[src/design/pmhx_pkg.sv]
// Purpose: shared constants and types for the power / host transceiver register block
// Assumes: 100 MHz system clock, 8-bit parallel register port
// Notes:   offsets are byte addresses on the parallel port and on apb
package pmhx_pkg;
	// parallel port register offsets
	localparam logic [7:0] EVF_OFS = 8'h08;
	localparam logic [7:0] EVM_OFS = 8'h09;
	localparam logic [7:0] PMC_OFS = 8'h12;
	localparam logic [7:0] WKH_OFS = 8'h14;
	localparam logic [7:0] WKL_OFS = 8'h15;
	localparam logic [7:0] VBC_OFS = 8'h16;
	localparam logic [7:0] XCC_OFS = 8'h17;
	// field positions
	localparam int SLEEP_BIT = 7;
	localparam int WAKE_BIT  = 6;
	localparam int CUT_BIT   = 5;
	localparam int VBUS_BIT  = 7;
	localparam int TERM_BIT  = 7;
	localparam int RPD_BIT   = 6;
	localparam int XSEL_LSB  = 4;
	localparam int OPM_LSB   = 0;
	localparam int EV_DONE   = 0;
	localparam int EV_SYNC   = 1;
	// reset values
	localparam logic [7:0]  VBC_RST = 8'h00;
	localparam logic [7:0]  XCC_RST = 8'h91;
	localparam logic [15:0] WK_RST  = 16'h0000;
	// power state codes
	localparam logic [1:0] PS_SLEEP  = 2'h0;
	localparam logic [1:0] PS_SNOOZE = 2'h1;
	localparam logic [1:0] PS_ACTIVE = 2'h3;
	// operating mode codes
	localparam logic [1:0] OPM_NODRV = 2'h1;
	localparam logic [1:0] OPM_RAW   = 2'h2;
	localparam logic [1:0] OPM_PDN   = 2'h3;
	// timing
	localparam int CLK_MHZ       = 100;
	localparam int PLL_SETTLE_US = 250;
	localparam int PLL_SETTLE_CYC = PLL_SETTLE_US * CLK_MHZ;
	localparam int STRB_CYC      = 2;
	// apb offsets of the controller end
	localparam logic [7:0] APB_CMD  = 8'h00;
	localparam logic [7:0] APB_STAT = 8'h04;
	localparam logic [7:0] APB_IRQS = 8'h08;
	localparam logic [7:0] APB_IRQM = 8'h0c;
	localparam int CMD_RD_BIT = 16;
	localparam int IRQ_DONE   = 0;
	localparam int IRQ_DEV    = 1;
	// power sequencer states
	typedef enum logic [2:0] {PMHX_OFF, PMHX_OSC_WAIT, PMHX_PLL_WAIT, PMHX_ACTIVE, PMHX_PLL_STOP} pmhx_pwr_t;
	// parallel bus sequencer states
	typedef enum logic [2:0] {PMHX_IDLE, PMHX_SETUP, PMHX_STRB, PMHX_HOLD, PMHX_REL} pmhx_seq_t;
endpackage

[src/design/pmhx_if.sv]
`timescale 1ns/1ns
// Purpose: parallel register port between cpu end and device end
// Assumes: all signals synchronous to the system clock
// Notes:   data bus split into per-side data and enable
interface pmhx_if;
	logic       chip_select_n;
	logic       wr_n;
	logic       rd_n;
	logic [7:0] addr;
	logic [7:0] cpu_data;
	logic       cpu_data_oe;
	logic [7:0] dev_data;
	logic       dev_data_oe;
	logic       interrupt_out_n;
	modport dev (input chip_select_n, wr_n, rd_n, addr, cpu_data, cpu_data_oe,
		output dev_data, dev_data_oe, interrupt_out_n);
	modport cpu (output chip_select_n, wr_n, rd_n, addr, cpu_data, cpu_data_oe,
		input dev_data, dev_data_oe, interrupt_out_n);
endinterface

[src/design/pmhx_dev.sv]
`timescale 1ns/1ns
// Purpose: device end - power management and host transceiver control registers
// Assumes: parallel port sampled on i_clk_sys, oscillator activity given as a level
// Notes:   register writes commit when the write strobe ends
// What this block does
// - cpu cut request in sleep lowers power
// - cut mode ignores all port inputs but chip select
// - dummy read of power control ends cut
// - cpu releases chip select after dummy read
// - synchronous interrupts masked while asleep
// - firmware clears sync status around sleep
// - power state reads 00, 01, 11
// - power state passes intermediate values
// - wake loads 16-bit settle count, oscillator on
// - count end opens oscillator clock gate
// - wake-up time registers reachable in sleep
// - software keeps total wake within 5.1 ms
// - vbus enable bit drives pin, default low
// - termination select 0 hs, 1 fs
// - pull-down disable 0 on, 1 off
// - transceiver select 00 hs, 01 fs, 11 ls
// - operating mode decodes four transceiver modes
// - requests self-clear and done flag sets together
module pmhx_dev #(
	parameter int PLL_CYC = pmhx_pkg::PLL_SETTLE_CYC
) (
	// clock and reset
	input  wire logic       i_clk_sys,
	input  wire logic       i_sys_rst,
	// parallel register port
	pmhx_if.dev             bus,
	// oscillator and pll
	input  wire logic       i_osc_toggling,
	output logic            o_osc_enable,
	output logic            o_osc_clock_gate,
	output logic            o_pll_enable,
	output logic            o_cpu_if_off,
	// events and automatic negotiation
	input  wire logic       i_sync_event,
	input  wire logic       i_hw_auto_config,
	input  wire logic       i_auto_term,
	input  wire logic [1:0] i_auto_xsel,
	input  wire logic [1:0] i_auto_xcvr_operating_mode,
	// transceiver controls
	output logic            o_vbus_enable_pin,
	output logic            o_termination_select,
	output logic            o_pulldown_disable,
	output logic [1:0]      o_transceiver_select,
	output logic [1:0]      o_xcvr_operating_mode,
	output logic            o_xcvr_nondrive,
	output logic            o_xcvr_raw,
	output logic            o_xcvr_pwrdn
);
	pmhx_pkg::pmhx_pwr_t state_ff, nxt_state;
	logic        cut_ff, wr_ff, rd_ff, cut_cs_ff;
	logic [7:0]  addr_ff, data_ff;
	logic        sleep_req_ff, wake_req_ff;
	logic [15:0] wk_ff, cnt_ff, nxt_cnt;
	logic [31:0] pll_ff, nxt_pll;
	logic [7:0]  vbc_ff, xcc_ff, nxt_xcc;
	logic [1:0]  evf_ff, evm_ff;
	logic        done, int_n_ff;
	logic [7:0]  rdata_ff;
	logic        rdoe_ff;

	// port decode; in cut mode only chip select is seen
	wire       acc     = !bus.chip_select_n && !cut_ff;
	wire       wr_now  = acc && !bus.wr_n;
	wire       rd_now  = acc && !bus.rd_n;
	wire       wr_end  = wr_ff && !wr_now;
	wire       rd_end  = rd_ff && !rd_now;
	wire       wr_pmc  = wr_end && addr_ff == pmhx_pkg::PMC_OFS;
	wire       wr_wkh  = wr_end && addr_ff == pmhx_pkg::WKH_OFS;
	wire       wr_wkl  = wr_end && addr_ff == pmhx_pkg::WKL_OFS;
	wire       wr_vbc  = wr_end && addr_ff == pmhx_pkg::VBC_OFS;
	wire       wr_xcc  = wr_end && addr_ff == pmhx_pkg::XCC_OFS;
	wire       wr_evm  = wr_end && addr_ff == pmhx_pkg::EVM_OFS;
	wire       rd_evf  = rd_end && addr_ff == pmhx_pkg::EVF_OFS;
	wire       asleep  = state_ff != pmhx_pkg::PMHX_ACTIVE;
	wire       cut_go  = wr_pmc && data_ff[pmhx_pkg::CUT_BIT] && state_ff == pmhx_pkg::PMHX_OFF;
	wire       cut_end = cut_ff && cut_cs_ff && bus.chip_select_n;
	wire [1:0] ev_set  = {i_sync_event, done};
	wire [1:0] ev_live = evf_ff & evm_ff & {!asleep, 1'b1};

	// power state code; intermediate states read as 01
	wire [1:0] pstate = (state_ff == pmhx_pkg::PMHX_ACTIVE) ? pmhx_pkg::PS_ACTIVE :
		(state_ff == pmhx_pkg::PMHX_OFF) ? pmhx_pkg::PS_SLEEP : pmhx_pkg::PS_SNOOZE;

	// read data selection; reserved bits are zero
	wire [7:0] pmc_rd = {sleep_req_ff, wake_req_ff, 4'h0, pstate};
	wire [7:0] xcc_rd = {xcc_ff[7:4], 2'h0, xcc_ff[1:0]};
	wire [7:0] cur_addr = rd_now ? bus.addr : addr_ff; // live address on the first strobe cycle
	wire [7:0] rmux   =
		(cur_addr == pmhx_pkg::PMC_OFS) ? pmc_rd :
		(cur_addr == pmhx_pkg::WKH_OFS) ? wk_ff[15:8] :
		(cur_addr == pmhx_pkg::WKL_OFS) ? wk_ff[7:0] :
		(cur_addr == pmhx_pkg::VBC_OFS) ? {vbc_ff[7], 7'h00} :
		(cur_addr == pmhx_pkg::XCC_OFS) ? xcc_rd :
		(cur_addr == pmhx_pkg::EVF_OFS) ? {6'h00, evf_ff} :
		(cur_addr == pmhx_pkg::EVM_OFS) ? {6'h00, evm_ff} : 8'h00;

	// transceiver control: hardware owns fields in automatic mode
	always_comb begin
		nxt_xcc = xcc_ff;
		if (wr_xcc) nxt_xcc = data_ff & 8'hf3;
		if (i_hw_auto_config) begin
			nxt_xcc[pmhx_pkg::TERM_BIT] = i_auto_term;
			nxt_xcc[pmhx_pkg::XSEL_LSB +: 2] = i_auto_xsel;
			nxt_xcc[pmhx_pkg::OPM_LSB +: 2] = i_auto_xcvr_operating_mode;
		end
	end

	// power sequencer
	always_comb begin
		nxt_state = state_ff;
		nxt_cnt   = cnt_ff;
		nxt_pll   = pll_ff;
		done      = 1'b0;
		unique case (state_ff)
			pmhx_pkg::PMHX_OFF: begin
				if (wake_req_ff) begin
					nxt_state = pmhx_pkg::PMHX_OSC_WAIT;
					nxt_cnt   = wk_ff;
				end else if (sleep_req_ff) begin
					done = 1'b1;
				end
			end
			pmhx_pkg::PMHX_OSC_WAIT: begin
				if (i_osc_toggling) begin
					if (cnt_ff == 16'h0000) begin
						nxt_state = pmhx_pkg::PMHX_PLL_WAIT;
						nxt_pll   = 32'(PLL_CYC - 1);
					end else begin
						nxt_cnt = cnt_ff - 16'h0001;
					end
				end
			end
			pmhx_pkg::PMHX_PLL_WAIT: begin
				if (pll_ff == 32'h0) begin
					nxt_state = pmhx_pkg::PMHX_ACTIVE;
					done      = 1'b1;
				end else begin
					nxt_pll = pll_ff - 32'h1;
				end
			end
			pmhx_pkg::PMHX_ACTIVE: begin
				if (sleep_req_ff) begin
					nxt_state = pmhx_pkg::PMHX_PLL_STOP;
				end else if (wake_req_ff) begin
					done = 1'b1;
				end
			end
			pmhx_pkg::PMHX_PLL_STOP: begin
				nxt_state = pmhx_pkg::PMHX_OFF;
				done      = 1'b1;
			end
			default: begin
				nxt_state = pmhx_pkg::PMHX_OFF;
			end
		endcase
	end

	// sequencer registers and derived clock controls
	always_ff @(posedge i_clk_sys) begin
		if (i_sys_rst) begin
			state_ff         <= pmhx_pkg::PMHX_OFF;
			cnt_ff           <= 16'h0000;
			pll_ff           <= 32'h0;
			o_osc_enable     <= 1'b0;
			o_osc_clock_gate <= 1'b0;
			o_pll_enable     <= 1'b0;
		end else begin
			state_ff         <= nxt_state;
			cnt_ff           <= nxt_cnt;
			pll_ff           <= nxt_pll;
			o_osc_enable     <= nxt_state != pmhx_pkg::PMHX_OFF;
			o_osc_clock_gate <= nxt_state inside {pmhx_pkg::PMHX_PLL_WAIT, pmhx_pkg::PMHX_ACTIVE};
			o_pll_enable     <= nxt_state inside {pmhx_pkg::PMHX_PLL_WAIT, pmhx_pkg::PMHX_ACTIVE};
		end
	end

	// port capture and cut mode
	always_ff @(posedge i_clk_sys) begin
		if (i_sys_rst) begin
			wr_ff        <= 1'b0;
			rd_ff        <= 1'b0;
			cut_cs_ff    <= 1'b0;
			addr_ff      <= 8'h00;
			data_ff      <= 8'h00;
			cut_ff       <= 1'b0;
			o_cpu_if_off <= 1'b0;
		end else begin
			wr_ff       <= wr_now;
			rd_ff       <= rd_now;
			cut_cs_ff   <= cut_ff && !cut_end && (cut_cs_ff || !bus.chip_select_n); // skip the setting release
			addr_ff     <= cur_addr;
			if (wr_now) begin
				addr_ff <= bus.addr;
				data_ff <= bus.cpu_data;
			end
			if (cut_go || cut_end) begin
				cut_ff       <= cut_go;
				o_cpu_if_off <= cut_go;
			end
		end
	end

	// control registers; request set wins over completion clear
	always_ff @(posedge i_clk_sys) begin
		if (i_sys_rst) begin
			sleep_req_ff <= 1'b0;
			wake_req_ff  <= 1'b0;
			wk_ff        <= pmhx_pkg::WK_RST;
			vbc_ff       <= pmhx_pkg::VBC_RST;
			xcc_ff       <= pmhx_pkg::XCC_RST;
			evm_ff       <= 2'h0;
		end else begin
			if (done) begin
				sleep_req_ff <= 1'b0;
				wake_req_ff  <= 1'b0;
			end
			if (wr_pmc && data_ff[pmhx_pkg::SLEEP_BIT]) sleep_req_ff <= 1'b1;
			if (wr_pmc && data_ff[pmhx_pkg::WAKE_BIT]) wake_req_ff <= 1'b1;
			if (wr_wkh) wk_ff[15:8] <= data_ff;
			if (wr_wkl) wk_ff[7:0] <= data_ff;
			if (wr_vbc) vbc_ff <= {data_ff[pmhx_pkg::VBUS_BIT], 7'h00};
			if (wr_evm) evm_ff <= data_ff[1:0];
			xcc_ff <= nxt_xcc;
		end
	end

	// event flags (read clears, set wins), interrupt and read data
	always_ff @(posedge i_clk_sys) begin
		if (i_sys_rst) begin
			evf_ff   <= 2'h0;
			int_n_ff <= 1'b1;
			rdata_ff <= 8'h00;
			rdoe_ff  <= 1'b0;
		end else begin
			evf_ff   <= ((rd_evf ? 2'h0 : evf_ff) | ev_set);
			int_n_ff <= !(|ev_live);
			rdoe_ff  <= rd_now;
			if (rd_now || rd_ff) rdata_ff <= rmux;
		end
	end

	// transceiver pins from register fields
	always_ff @(posedge i_clk_sys) begin
		if (i_sys_rst) begin
			o_vbus_enable_pin     <= 1'b0;
			o_termination_select  <= 1'b1;
			o_pulldown_disable    <= 1'b0;
			o_transceiver_select  <= 2'h1;
			o_xcvr_operating_mode <= 2'h1;
			o_xcvr_nondrive       <= 1'b1;
			o_xcvr_raw            <= 1'b0;
			o_xcvr_pwrdn          <= 1'b0;
		end else begin
			o_vbus_enable_pin     <= vbc_ff[pmhx_pkg::VBUS_BIT];
			o_termination_select  <= xcc_ff[pmhx_pkg::TERM_BIT];
			o_pulldown_disable    <= xcc_ff[pmhx_pkg::RPD_BIT];
			o_transceiver_select  <= xcc_ff[pmhx_pkg::XSEL_LSB +: 2];
			o_xcvr_operating_mode <= xcc_ff[pmhx_pkg::OPM_LSB +: 2];
			o_xcvr_nondrive       <= xcc_ff[1:0] == pmhx_pkg::OPM_NODRV || xcc_ff[1:0] == pmhx_pkg::OPM_PDN;
			o_xcvr_raw            <= xcc_ff[1:0] == pmhx_pkg::OPM_RAW;
			o_xcvr_pwrdn          <= xcc_ff[1:0] == pmhx_pkg::OPM_PDN;
		end
	end

	assign bus.dev_data        = rdata_ff;
	assign bus.dev_data_oe     = rdoe_ff;
	assign bus.interrupt_out_n = int_n_ff;
endmodule // pmhx_dev

[src/flat_wrapper.sv]
// flat-port wrapper written by rule: the top's interface ports become plain ports
module pmhx_dev_flat 
#(
	parameter int PLL_CYC = pmhx_pkg::PLL_SETTLE_CYC
)
  (i_clk_sys, i_sys_rst, i_osc_toggling, o_osc_enable, o_osc_clock_gate, o_pll_enable, o_cpu_if_off, i_sync_event, i_hw_auto_config, i_auto_term, i_auto_xsel, i_auto_xcvr_operating_mode, o_vbus_enable_pin, o_termination_select, o_pulldown_disable, o_transceiver_select, o_xcvr_operating_mode, o_xcvr_nondrive, o_xcvr_raw, o_xcvr_pwrdn, bus_chip_select_n, bus_wr_n, bus_rd_n, bus_addr, bus_cpu_data, bus_cpu_data_oe, bus_dev_data, bus_dev_data_oe, bus_interrupt_out_n);
  pmhx_if bus_i ();
  input  wire logic i_clk_sys;
  input  wire logic i_sys_rst;
  input  wire logic i_osc_toggling;
  output logic o_osc_enable;
  output logic o_osc_clock_gate;
  output logic o_pll_enable;
  output logic o_cpu_if_off;
  input  wire logic i_sync_event;
  input  wire logic i_hw_auto_config;
  input  wire logic i_auto_term;
  input  wire logic [1:0] i_auto_xsel;
  input  wire logic [1:0] i_auto_xcvr_operating_mode;
  output logic o_vbus_enable_pin;
  output logic o_termination_select;
  output logic o_pulldown_disable;
  output logic [1:0] o_transceiver_select;
  output logic [1:0] o_xcvr_operating_mode;
  output logic o_xcvr_nondrive;
  output logic o_xcvr_raw;
  output logic o_xcvr_pwrdn;
  input wire logic [$bits(bus_i.chip_select_n)-1:0] bus_chip_select_n;
  input wire logic [$bits(bus_i.wr_n)-1:0] bus_wr_n;
  input wire logic [$bits(bus_i.rd_n)-1:0] bus_rd_n;
  input wire logic [$bits(bus_i.addr)-1:0] bus_addr;
  input wire logic [$bits(bus_i.cpu_data)-1:0] bus_cpu_data;
  input wire logic [$bits(bus_i.cpu_data_oe)-1:0] bus_cpu_data_oe;
  output wire logic [$bits(bus_i.dev_data)-1:0] bus_dev_data;
  output wire logic [$bits(bus_i.dev_data_oe)-1:0] bus_dev_data_oe;
  output wire logic [$bits(bus_i.interrupt_out_n)-1:0] bus_interrupt_out_n;
  assign bus_i.chip_select_n = bus_chip_select_n;
  assign bus_i.wr_n = bus_wr_n;
  assign bus_i.rd_n = bus_rd_n;
  assign bus_i.addr = bus_addr;
  assign bus_i.cpu_data = bus_cpu_data;
  assign bus_i.cpu_data_oe = bus_cpu_data_oe;
  assign bus_dev_data = bus_i.dev_data;
  assign bus_dev_data_oe = bus_i.dev_data_oe;
  assign bus_interrupt_out_n = bus_i.interrupt_out_n;
  pmhx_dev #(.PLL_CYC(PLL_CYC)) u_core (.i_clk_sys(i_clk_sys), .i_sys_rst(i_sys_rst), .bus(bus_i), .i_osc_toggling(i_osc_toggling), .o_osc_enable(o_osc_enable), .o_osc_clock_gate(o_osc_clock_gate), .o_pll_enable(o_pll_enable), .o_cpu_if_off(o_cpu_if_off), .i_sync_event(i_sync_event), .i_hw_auto_config(i_hw_auto_config), .i_auto_term(i_auto_term), .i_auto_xsel(i_auto_xsel), .i_auto_xcvr_operating_mode(i_auto_xcvr_operating_mode), .o_vbus_enable_pin(o_vbus_enable_pin), .o_termination_select(o_termination_select), .o_pulldown_disable(o_pulldown_disable), .o_transceiver_select(o_transceiver_select), .o_xcvr_operating_mode(o_xcvr_operating_mode), .o_xcvr_nondrive(o_xcvr_nondrive), .o_xcvr_raw(o_xcvr_raw), .o_xcvr_pwrdn(o_xcvr_pwrdn));
endmodule
[config.mk]
export PLATFORM = sky130hd
export DESIGN_NAME = pmhx_dev_flat
export DESIGN_NICKNAME = d
export VERILOG_FILES = /design/src/design/pmhx_pkg.sv /design/src/design/pmhx_if.sv /design/src/design/pmhx_dev.sv /design/src/flat_wrapper.sv
export SDC_FILE = /design/constraint.sdc
export NUM_CORES = 1
export LEC_CHECK = 0
export CORE_MARGIN = 10
export CORE_UTILIZATION = 29
export CTS_CLUSTER_SIZE = 24
export DETAILED_ROUTE_END_ITERATION = 10
export DONT_BUFFER_PORTS = 1
export GPL_TIMING_DRIVEN = 0
export PLACE_DENSITY = 0.47
export SYNTH_ARGS = -nofsm -noshare
export SYNTH_HDL_FRONTEND = slang
export SYNTH_SLANG_ARGS = --single-unit
[constraint.sdc]
create_clock -name i_clk_sys -period 3 [get_ports i_clk_sys]
set_input_delay 0.3 -clock i_clk_sys [delete_from_list [all_inputs] [get_ports i_clk_sys]]
set_output_delay 0.3 -clock i_clk_sys [all_outputs]
set_load 0.005 [all_outputs]
# ---- Word level (Yosys, flattened, before mapping)
# Index checks and enable logic that the tools add are counted.
dict set report totals {
  in_bits 30
  elab_cells 149
  reg_bits 121
  output_inout_bits 24
}
dict set report classes {
  n_eq_ne 29
  n_reduce_logical 46
  n_addsub 2
  bitwise_logic 3
  muxes 39
}
# op n
set op_table {}
lappend op_table {{two-way mux 32 bit} 3}
lappend op_table {{== test 8 x 5 -> 1 bit (second input constant)} 10}
lappend op_table {{two-way mux 8 bit} 9}
lappend op_table {{one-hot mux 32 bit (2 select lines)} 1}
lappend op_table {{two-way mux 16 bit} 3}
lappend op_table {{== test 8 x 4 -> 1 bit (second input constant)} 4}
lappend op_table {{zero test 32 bit} 1}
lappend op_table {{one-hot mux 16 bit (2 select lines)} 1}
lappend op_table {{subtractor 32 x 1 -> 32 bit (second input constant)} 1}
lappend op_table {{logical AND 1 bit} 20}
lappend op_table {{zero test 16 bit} 1}
lappend op_table {{subtractor 16 x 1 -> 16 bit (second input constant)} 1}
lappend op_table {{two-way mux 3 bit} 5}
lappend op_table {{== test 3 x 2 -> 1 bit (second input constant)} 4}
lappend op_table {{one-hot mux 3 bit (4 select lines)} 1}
lappend op_table {{nonzero test 2 bit} 6}
lappend op_table {{two-way mux 1 bit} 10}
lappend op_table {{two-way mux 2 bit} 5}
lappend op_table {{zero test 1 bit} 9}
lappend op_table {{AND reduction 4 bit} 2}
lappend op_table {{inequality test 2 bit (second input constant)} 3}
lappend op_table {{AND 2 bit} 2}
lappend op_table {{== test 2 bit (second input constant)} 2}
lappend op_table {{logical OR 1 bit} 4}
lappend op_table {{other kinds (10)} 11}

# ---- Depth between registers and ports, before layout
# Gate-level depths: netlist of run 1.
dict set report depth {
  ltp_word 12
  ltp_mapped 10
  depth_no_buf 8
}

# ---- Worst setup path after synthesis of run 1
# OpenSTA, ideal clock, no wires.
dict set report synth_timing {
  path_type {reg2reg}
  startpoint {register u_core.pll_ff[8]}
  endpoint {register u_core.pll_ff[30]}
  arrival_ns 2.921
  stages_incl_launch_ff 8
  slack_ns 0.009
  setup_ns 0.070
  required_ns 2.930
  period_less_slack_ns 2.991
  n_path_buf 1
  path_cell_list {dfxtp_1 > or4_4 > or4_4 > buf_6 > or4b_4 > or3_4 > or4_1 > a21oi_1}
}
dict set report synth_via {
  elab_chain_cells 3
  word_cells_on_any_way 6
  classes_between {add/sub (1); eq/ne (1); mux (2); reduce/logical (2)}
}
# item line_no
set synth_lines {}
lappend synth_lines {{from (decl)} pmhx_dev.sv:59} ;# logic [31:0] pll_ff, nxt_pll;
lappend synth_lines {{from (signal assigned)} pmhx_dev.sv:175} ;# pll_ff <= nxt_pll;
lappend synth_lines {{subtractor 32 x 1 -> 32 bit / zero test 32 bit (equally long branches)} {pmhx_dev.sv:143, pmhx_dev.sv:139}}
lappend synth_lines {{two-way mux 32 bit / inequality test 2 bit (equally long branches)} -}
lappend synth_lines {{one-hot mux 32 bit (2 select lines) / AND reduction 4 bit (equally long branches)} -}
# Several ways; a longest one is shown, not always the timed one. The select of a mux whose other input is x is not followed.
# A chain may end at the register's enable or synchronous reset.

# ---- Final worst setup path of run 1
dict set report layout_timing {
  startpoint {register u_core.pll_ff[11]}
  endpoint {register u_core.pll_ff[30]}
}
# Same word-level chain as after synthesis.

==> flow_metrics.py, run 1 <==
metrics = {
    "timing": {
        "post-route-min-period_ps": 2960,
        "holdWs_ps": 15.2,
        "worst_pin_slew_ps": 963,
        "setup_viol": 0,
        "max_slew_margin": 0.354,
        "tns_ps": 0,
        "period_share": 0.988,
        "max_freq_mhz": 337,
        "hold_viol": 0,
        "slew_viol_final": 0,
        "rsz0062_at_grt": "yes",
        "skew_ps": 13.0,
    },
    "power": {
        "p_leak_uw": 0.00242,
        "peakVddDrop_uv": 413,
        "power_density_mw_per_mm2": 576,
    },
    "finish": {
        "final_layout_size_suffix_gt1_frac": 0.120,
        "layout_common_cells": "dfxtp_1 (118), nor2_1 (92), nand2_1 (69), a21oi_1 (60), mux2i_1 (33)",
        "final_cell_area_mm2": 0.00674,
        "utilization": 0.356,
        "finalNetCount": 738,
        "finalNonFillerCells": 980,
        "final_common_cell": "dfxtp_1",
        "layout-area-overhead-vs-synth_pct": 20.0,
    },
    "clock_network": {
        "numCtsBuffers": 17,
        "cts_tree": "built",
        "htreeDepth": 4,
        "cts.sinks": 121,
        "cts_buffer_depth": 2,
        "cts.clk_slew.worst_paths_ps": 60,
        "cts_root_buf": "clkbuf_16",
        "clk_latency_ps": 420,
    },
    "yosys": {
        "synth-seq-cells": 121,
        "syn-num-nets": 707,
        "ys_warn_count": 0,
        "synthArstFlopShare": 0,
        "avgSynthCellArea_um2": 8.32,
        "syn-cell-area_mm2": 0.00561,
        "synth_cell_types": 57,
        "synth_cells": 675,
        "synth_ff_type": "dfxtp_1",
        "synth_edf_count": 0,
        "ys_seq_area_frac": 0.432,
    },
    "worst_setup_path": {
        "reg2reg_from": "u_core.pll_ff[11]",
        "worstSetupPathType": "reg2reg",
        "crit_start": "u_core.pll_ff[11]",
        "startpoint_type": "flip-flop",
        "rr_worst_depth": 6,
        "end_kind": "flip-flop",
        "crit_arrival_ps": 3320,
        "cp_max_fo": 5,
        "rrSetupSlack_ps": 40,
        "crit_required_ps": 3350,
        "timing.rr.end": "u_core.pll_ff[30]",
    },
    "floorplanning": {
        "rows": 50,
        "io_pins": 54,
        "dieArea_mm2": 0.0253,
        "die_w_um": 159,
        "start_util": 0.297,
        "die_y_um": 159,
        "core-area_mm2": 0.0189,
    },
    "global_routing": {
        "grt_max_degree": 17,
        "grt_pass1_wl_mm": 27.9,
        "grt_usage": 0.135,
        "grt-ovfl-total": 0,
        "first_global_vias": 5038,
        "antenna_found_initial": 0,
    },
    "place": {
        "place_area_mm2": 0.00595,
        "dpl.cell_count": 935,
        "globalplace.congestion": 0.820,
        "portBuffers": 0,
        "hpwl_mm": 12.3,
    },
    "routing": {
        "route.detailed.drc": 0,
        "dr.pass1.iters": 5,
        "drt-wirelength-per-cell_um": 17.3,
        "routed_wl_mm": 17.0,
        "final_antenna_net_count": 0,
        "via_count": 5045,
        "viasPerCell": 5.15,
        "first_iter_violations": 405,
    },
    "worst_hold_path": {
        "hold_path.class": "in2reg",
        "worst_hold_path.num_cells": 2,
        "hold_path_end": "u_core.data_ff[6]",
        "hp-start": "bus_cpu_data[6]",
    },
    "run": {
        "max_cap_viol_count": 0,
    },
    "status": {
        "outcome": "finished, final reports clean",
    },
}
## flip-flops by register name (all words and copies together), names as in the netlist, 2 cells and up
register                      cells
u_core.addr_ff                    8
u_core.bus.dev_data               8
u_core.cnt_ff                    16
u_core.data_ff                    8
u_core.evf_ff                     2
u_core.evm_ff                     2
u_core.o_transceiver_select       2
u_core.o_xcvr_operating_mode      2
u_core.pll_ff                    32
u_core.state_ff                   3
u_core.wk_ff                     16
u_core.xcc_ff                     6
## power breakdown
part           switching, uW  internal [uW]  total [uW]
clock network            815           1240        2050
registers               24.4           1630        1660
logic                    109           59.2         168
## worst max-delay path, cell delays in order (launching register included)
cell	delay [ps]
dfxtp_2	330
or4_4	540
or4_4	560
or4b_4	520
or3_4	390
or4_1	410
a21oi_1	130
## routing by layer
metal  wire length, um  vias up  GRT usage
li1                  -     2509          -
met1              7630     2414      0.163
met2              8090      107      0.223
met3              1100       15     0.0488
met4               142        0     0.0337
met5                 0        -          0
## Yosys cell counts, types with 6 or more instances
master	count	area, um2
nor3_1	28	140
nand3_1	7	35.0
a211oi_1	10	75.1
o21ai_0	32	160
nor2b_1	6	37.5
nand2b_1	10	62.6
or2_2	10	62.6
mux2i_1	33	330
dfxtp_1	121	2420
mux2_2	8	90.1
nor4_1	15	93.8
inv_1	6	22.5
or4_1	13	97.6
nor3b_1	6	45.0
nor2_1	92	345
a21oi_1	61	305
nand2_1	69	259
or3_1	22	138
o31ai_1	8	60.1
a22oi_1	12	90.1
clkbuf_1	33	124
nand4_1	8	50.1
xnor2_1	9	78.8
## cell type report
| cell class | instances | area (um2) |
|---|---|---|
| Clock inverter | 14 | 160 |
| Buffer | 38 | 165 |
| Timing Repair Buffer | 13 | 119 |
| Antenna cell | 1 | 2.50 |
| Sequential cell | 121 | 2430 |
| Tap cell | 260 | 325 |
| Fill cell | 2017 | 12200 |
| Multi-Input combinational cell | 509 | 3090 |
| Clock buffer | 18 | 429 |
| Inverter | 6 | 22.5 |
## how the worst max path moves through the flow
stage	endpoint	cells after the start	slack, ps
floorplan	u_core.pll_ff[30]	7	9
CTS	u_core.pll_ff[30]	6	1
global route	u_core.pll_ff[30]	6	-0.9
global placement	u_core.pll_ff[12]	9	-580
detailed placement	u_core.pll_ff[16]	9	-630
finish	u_core.pll_ff[30]	6	40
## metrics by stage
stage	worst slack (ps)	total power, uW
global placement	-578	1850
CTS	0.954	3920
global route	-0.931	4020
detailed placement	-628	1850
floorplan	9.12	1800
finish	35.2	3880
## what timing repair did
action	in CTS	in global routing
pin swaps	5	5
buffers inserted	6	0
endpoints found under the hold margin	7	0
endpoints found under the setup margin	58	22
hold buffers	7	0
gates resized for setup	11	13
## kinds of logic (layout without fill, tap and decap cells)
logic type | Yosys count | after routing | share of synthesized area
AND/OR/NAND/NOR | 307 | 307 | 0.276
AO/OA/AOI/OAI | 146 | 146 | 0.157
flip-flops | 121 | 121 | 0.432
buffers and inverters | 45 | 89 | 0.0339
multiplexers | 42 | 42 | 0.0789
XOR/XNOR | 12 | 12 | 0.0187
adder cells (fa/ha/maj) | 2 | 2 | 0.00446
other | 0 | 1 | 0
Power figures use the tool's default switching activity.
==> run 2: changes to the inputs <==
--- a/config.mk
+++ b/config.mk
@@ -12,6 +12,8 @@
 export DONT_BUFFER_PORTS = 1
 export GPL_TIMING_DRIVEN = 0
 export PLACE_DENSITY = 0.47
+export RECOVER_POWER = 25
+export REMOVE_ABC_BUFFERS = 1
 export SYNTH_ARGS = -nofsm -noshare
 export SYNTH_HDL_FRONTEND = slang
 export SYNTH_SLANG_ARGS = --single-unit
==> run 2 against run 1 <==
Against the previous run:
- non-clock buffer count is 22 lower
- combinational power down 6%
- worst setup slack better by 17 ps
- clock skew is 4.0 ps lower
- cell area increased by 0.22%
- sequential cell count stayed put
- register-to-register slack improved by 20 ps
- global-route usage fell by 1.2 points
- sequential power barely moved
- fmax rose by 0.56%
- wire length is 8.7% lower
- sequential share of layout area fell by 0.080 points
- critical path type unchanged
==> flow_metrics.py, run 2 (synthesized netlist as in run 1, its figures left out) <==
metrics = {
    "status": {
        "outcome": "finished, final reports clean",
    },
    "place": {
        "dpl.cell_count": 899,
        "globalplace.congestion": 0.810,
        "place_area_mm2": 0.00583,
        "hpwl_mm": 10.4,
        "portBuffers": 0,
    },
    "floorplanning": {
        "start_util": 0.297,
        "dieArea_mm2": 0.0253,
        "io_pins": 54,
        "die_w_um": 159,
        "core-area_mm2": 0.0189,
        "die_y_um": 159,
        "rows": 50,
    },
    "worst_setup_path": {
        "crit_required_ps": 3350,
        "crit_arrival_ps": 3290,
        "end_kind": "flip-flop",
        "worstSetupPathType": "reg2reg",
        "startpoint_type": "flip-flop",
        "cp_max_fo": 6,
    },
    "routing": {
        "viasPerCell": 5.17,
        "route.detailed.drc": 0,
        "dr.pass1.iters": 5,
        "via_count": 4946,
        "drt-wirelength-per-cell_um": 16.2,
        "final_antenna_net_count": 0,
        "routed_wl_mm": 15.5,
        "first_iter_violations": 257,
    },
    "clock_network": {
        "cts.clk_slew.worst_paths_ps": 60,
        "htreeDepth": 4,
        "cts_tree": "built",
        "numCtsBuffers": 17,
        "cts_buffer_depth": 2,
        "cts.sinks": 121,
        "cts_root_buf": "clkbuf_16",
        "clk_latency_ps": 420,
    },
    "finish": {
        "finalNonFillerCells": 957,
        "n_antenna_cell": 0,
        "final_cell_area_mm2": 0.00675,
        "utilization": 0.357,
        "layout_common_cells": "dfxtp_1 (118), nor2_1 (92), nand2_1 (69), a21oi_1 (58)",
        "finalNetCount": 716,
        "largest_register_ffs": 32,
        "top_register": "u_core.pll_ff",
        "reg_top3": "u_core.pll_ff x32, u_core.cnt_ff x16, u_core.wk_ff x16",
        "layout-area-overhead-vs-synth_pct": 20.3,
        "final_common_cell": "dfxtp_1",
        "final_layout_size_suffix_gt1_frac": 0.135,
    },
    "timing": {
        "worst_pin_slew_ps": 931,
        "rsz0062_at_grt": "yes",
        "max_slew_margin": 0.379,
        "holdWs_ps": 15.2,
        "post-route-min-period_ps": 2950,
        "period_share": 0.983,
        "hold_viol": 0,
        "skew_ps": 9.01,
        "max_freq_mhz": 339,
        "tns_ps": 0,
        "setup_viol": 0,
        "slew_viol_final": 0,
    },
    "global_routing": {
        "first_global_vias": 4938,
        "antenna_found_initial": 0,
        "grt_usage": 0.123,
        "grt_pass1_wl_mm": 25.7,
        "grt_max_degree": 93,
        "grt-ovfl-total": 0,
    },
    "power": {
        "seqPwrFrac": 0.436,
        "netSwitchingFraction": 0.263,
        "switching_power_uw": 1000,
        "comb_power_share": 0.041,
        "power_density_mw_per_mm2": 564,
        "p_leak_uw": 0.00244,
        "peakVddDrop_uv": 393,
        "p_int_uw": 2810,
        "clock_power_share": 0.523,
    },
    "run": {
        "max_cap_viol_count": 0,
    },
    "worst_hold_path": {
        "hold_path.class": "in2reg",
    },
}
## run 2: final timing paths
kind                startpoint                 to  slack [ps]  depth (start not counted)
max          u_core.pll_ff[11]  u_core.pll_ff[30]          50                          6
min reg2reg  u_core.addr_ff[7]  u_core.addr_ff[7]         450                          2
min                bus_addr[7]  u_core.addr_ff[7]          20                          2
max reg2reg  u_core.pll_ff[11]  u_core.pll_ff[30]          50                          6
## run 2: per-layer routing
layer / global-route usage / share of wire / vias up / routed length, um
met3: 0.0454 / 0.068 / 18 / 1060
met2: 0.196 / 0.46 / 113 / 7180
met4: 0.0459 / 0.017 / 0 / 263
li1: - / - / 2465 / -
met1: 0.147 / 0.45 / 2350 / 6980
met5: 0 / 0 / - / 0
## run 2: repair_timing
| item | 4_1_cts | 5_1_grt |
|---|---|---|
| pin swaps | 5 | 6 |
| setup endpoints to repair | 46 | 13 |
| hold buffers | 13 | 2 |
| buffers inserted | 9 | 2 |
| hold endpoints to repair | 93 | 2 |
| cloned | 0 | 0 |
| resized for setup | 12 | 8 |
## run 2: worst max-delay path, cell delays in order (launching register included)
cell,delay (ps)
dfxtp_2,320
or4_4,560
or4_4,550
or4b_4,510
or3_4,400
or4_4,420
a21oi_2,120
## run 2: area by class of cell
cell class              count  area [um2]
fillers                  1974       12100
clock buffers              17         425
well taps                 260         325
multi-input cells         509        3110
flip-flops and latches    121        2430
repair buffers             29         280
inverters                   6        22.5
clock inverters            15         158
## run 2: metrics by stage
| stage | setup WS (ps) | total power (uW) |
|---|---|---|
| finish | 51.8 | 3810 |
| global route | -22.6 | 3950 |
| CTS | 6.13 | 3860 |
| detailed placement | -1230 | 1810 |
| global placement | -1340 | 1810 |
| floorplan | -342 | 1770 |
## run 2: power by group through the flow
stage          Sequential, uW  Clock, uW  Combinational, uW
2_1_floorplan            1680          0               89.2
5_1_grt                  1660       2110                177
4_1_cts                  1660       2040                157
3_5_place_dp             1700          0                117
3_3_place_gp             1690          0                114
6_report                 1660       1990                158
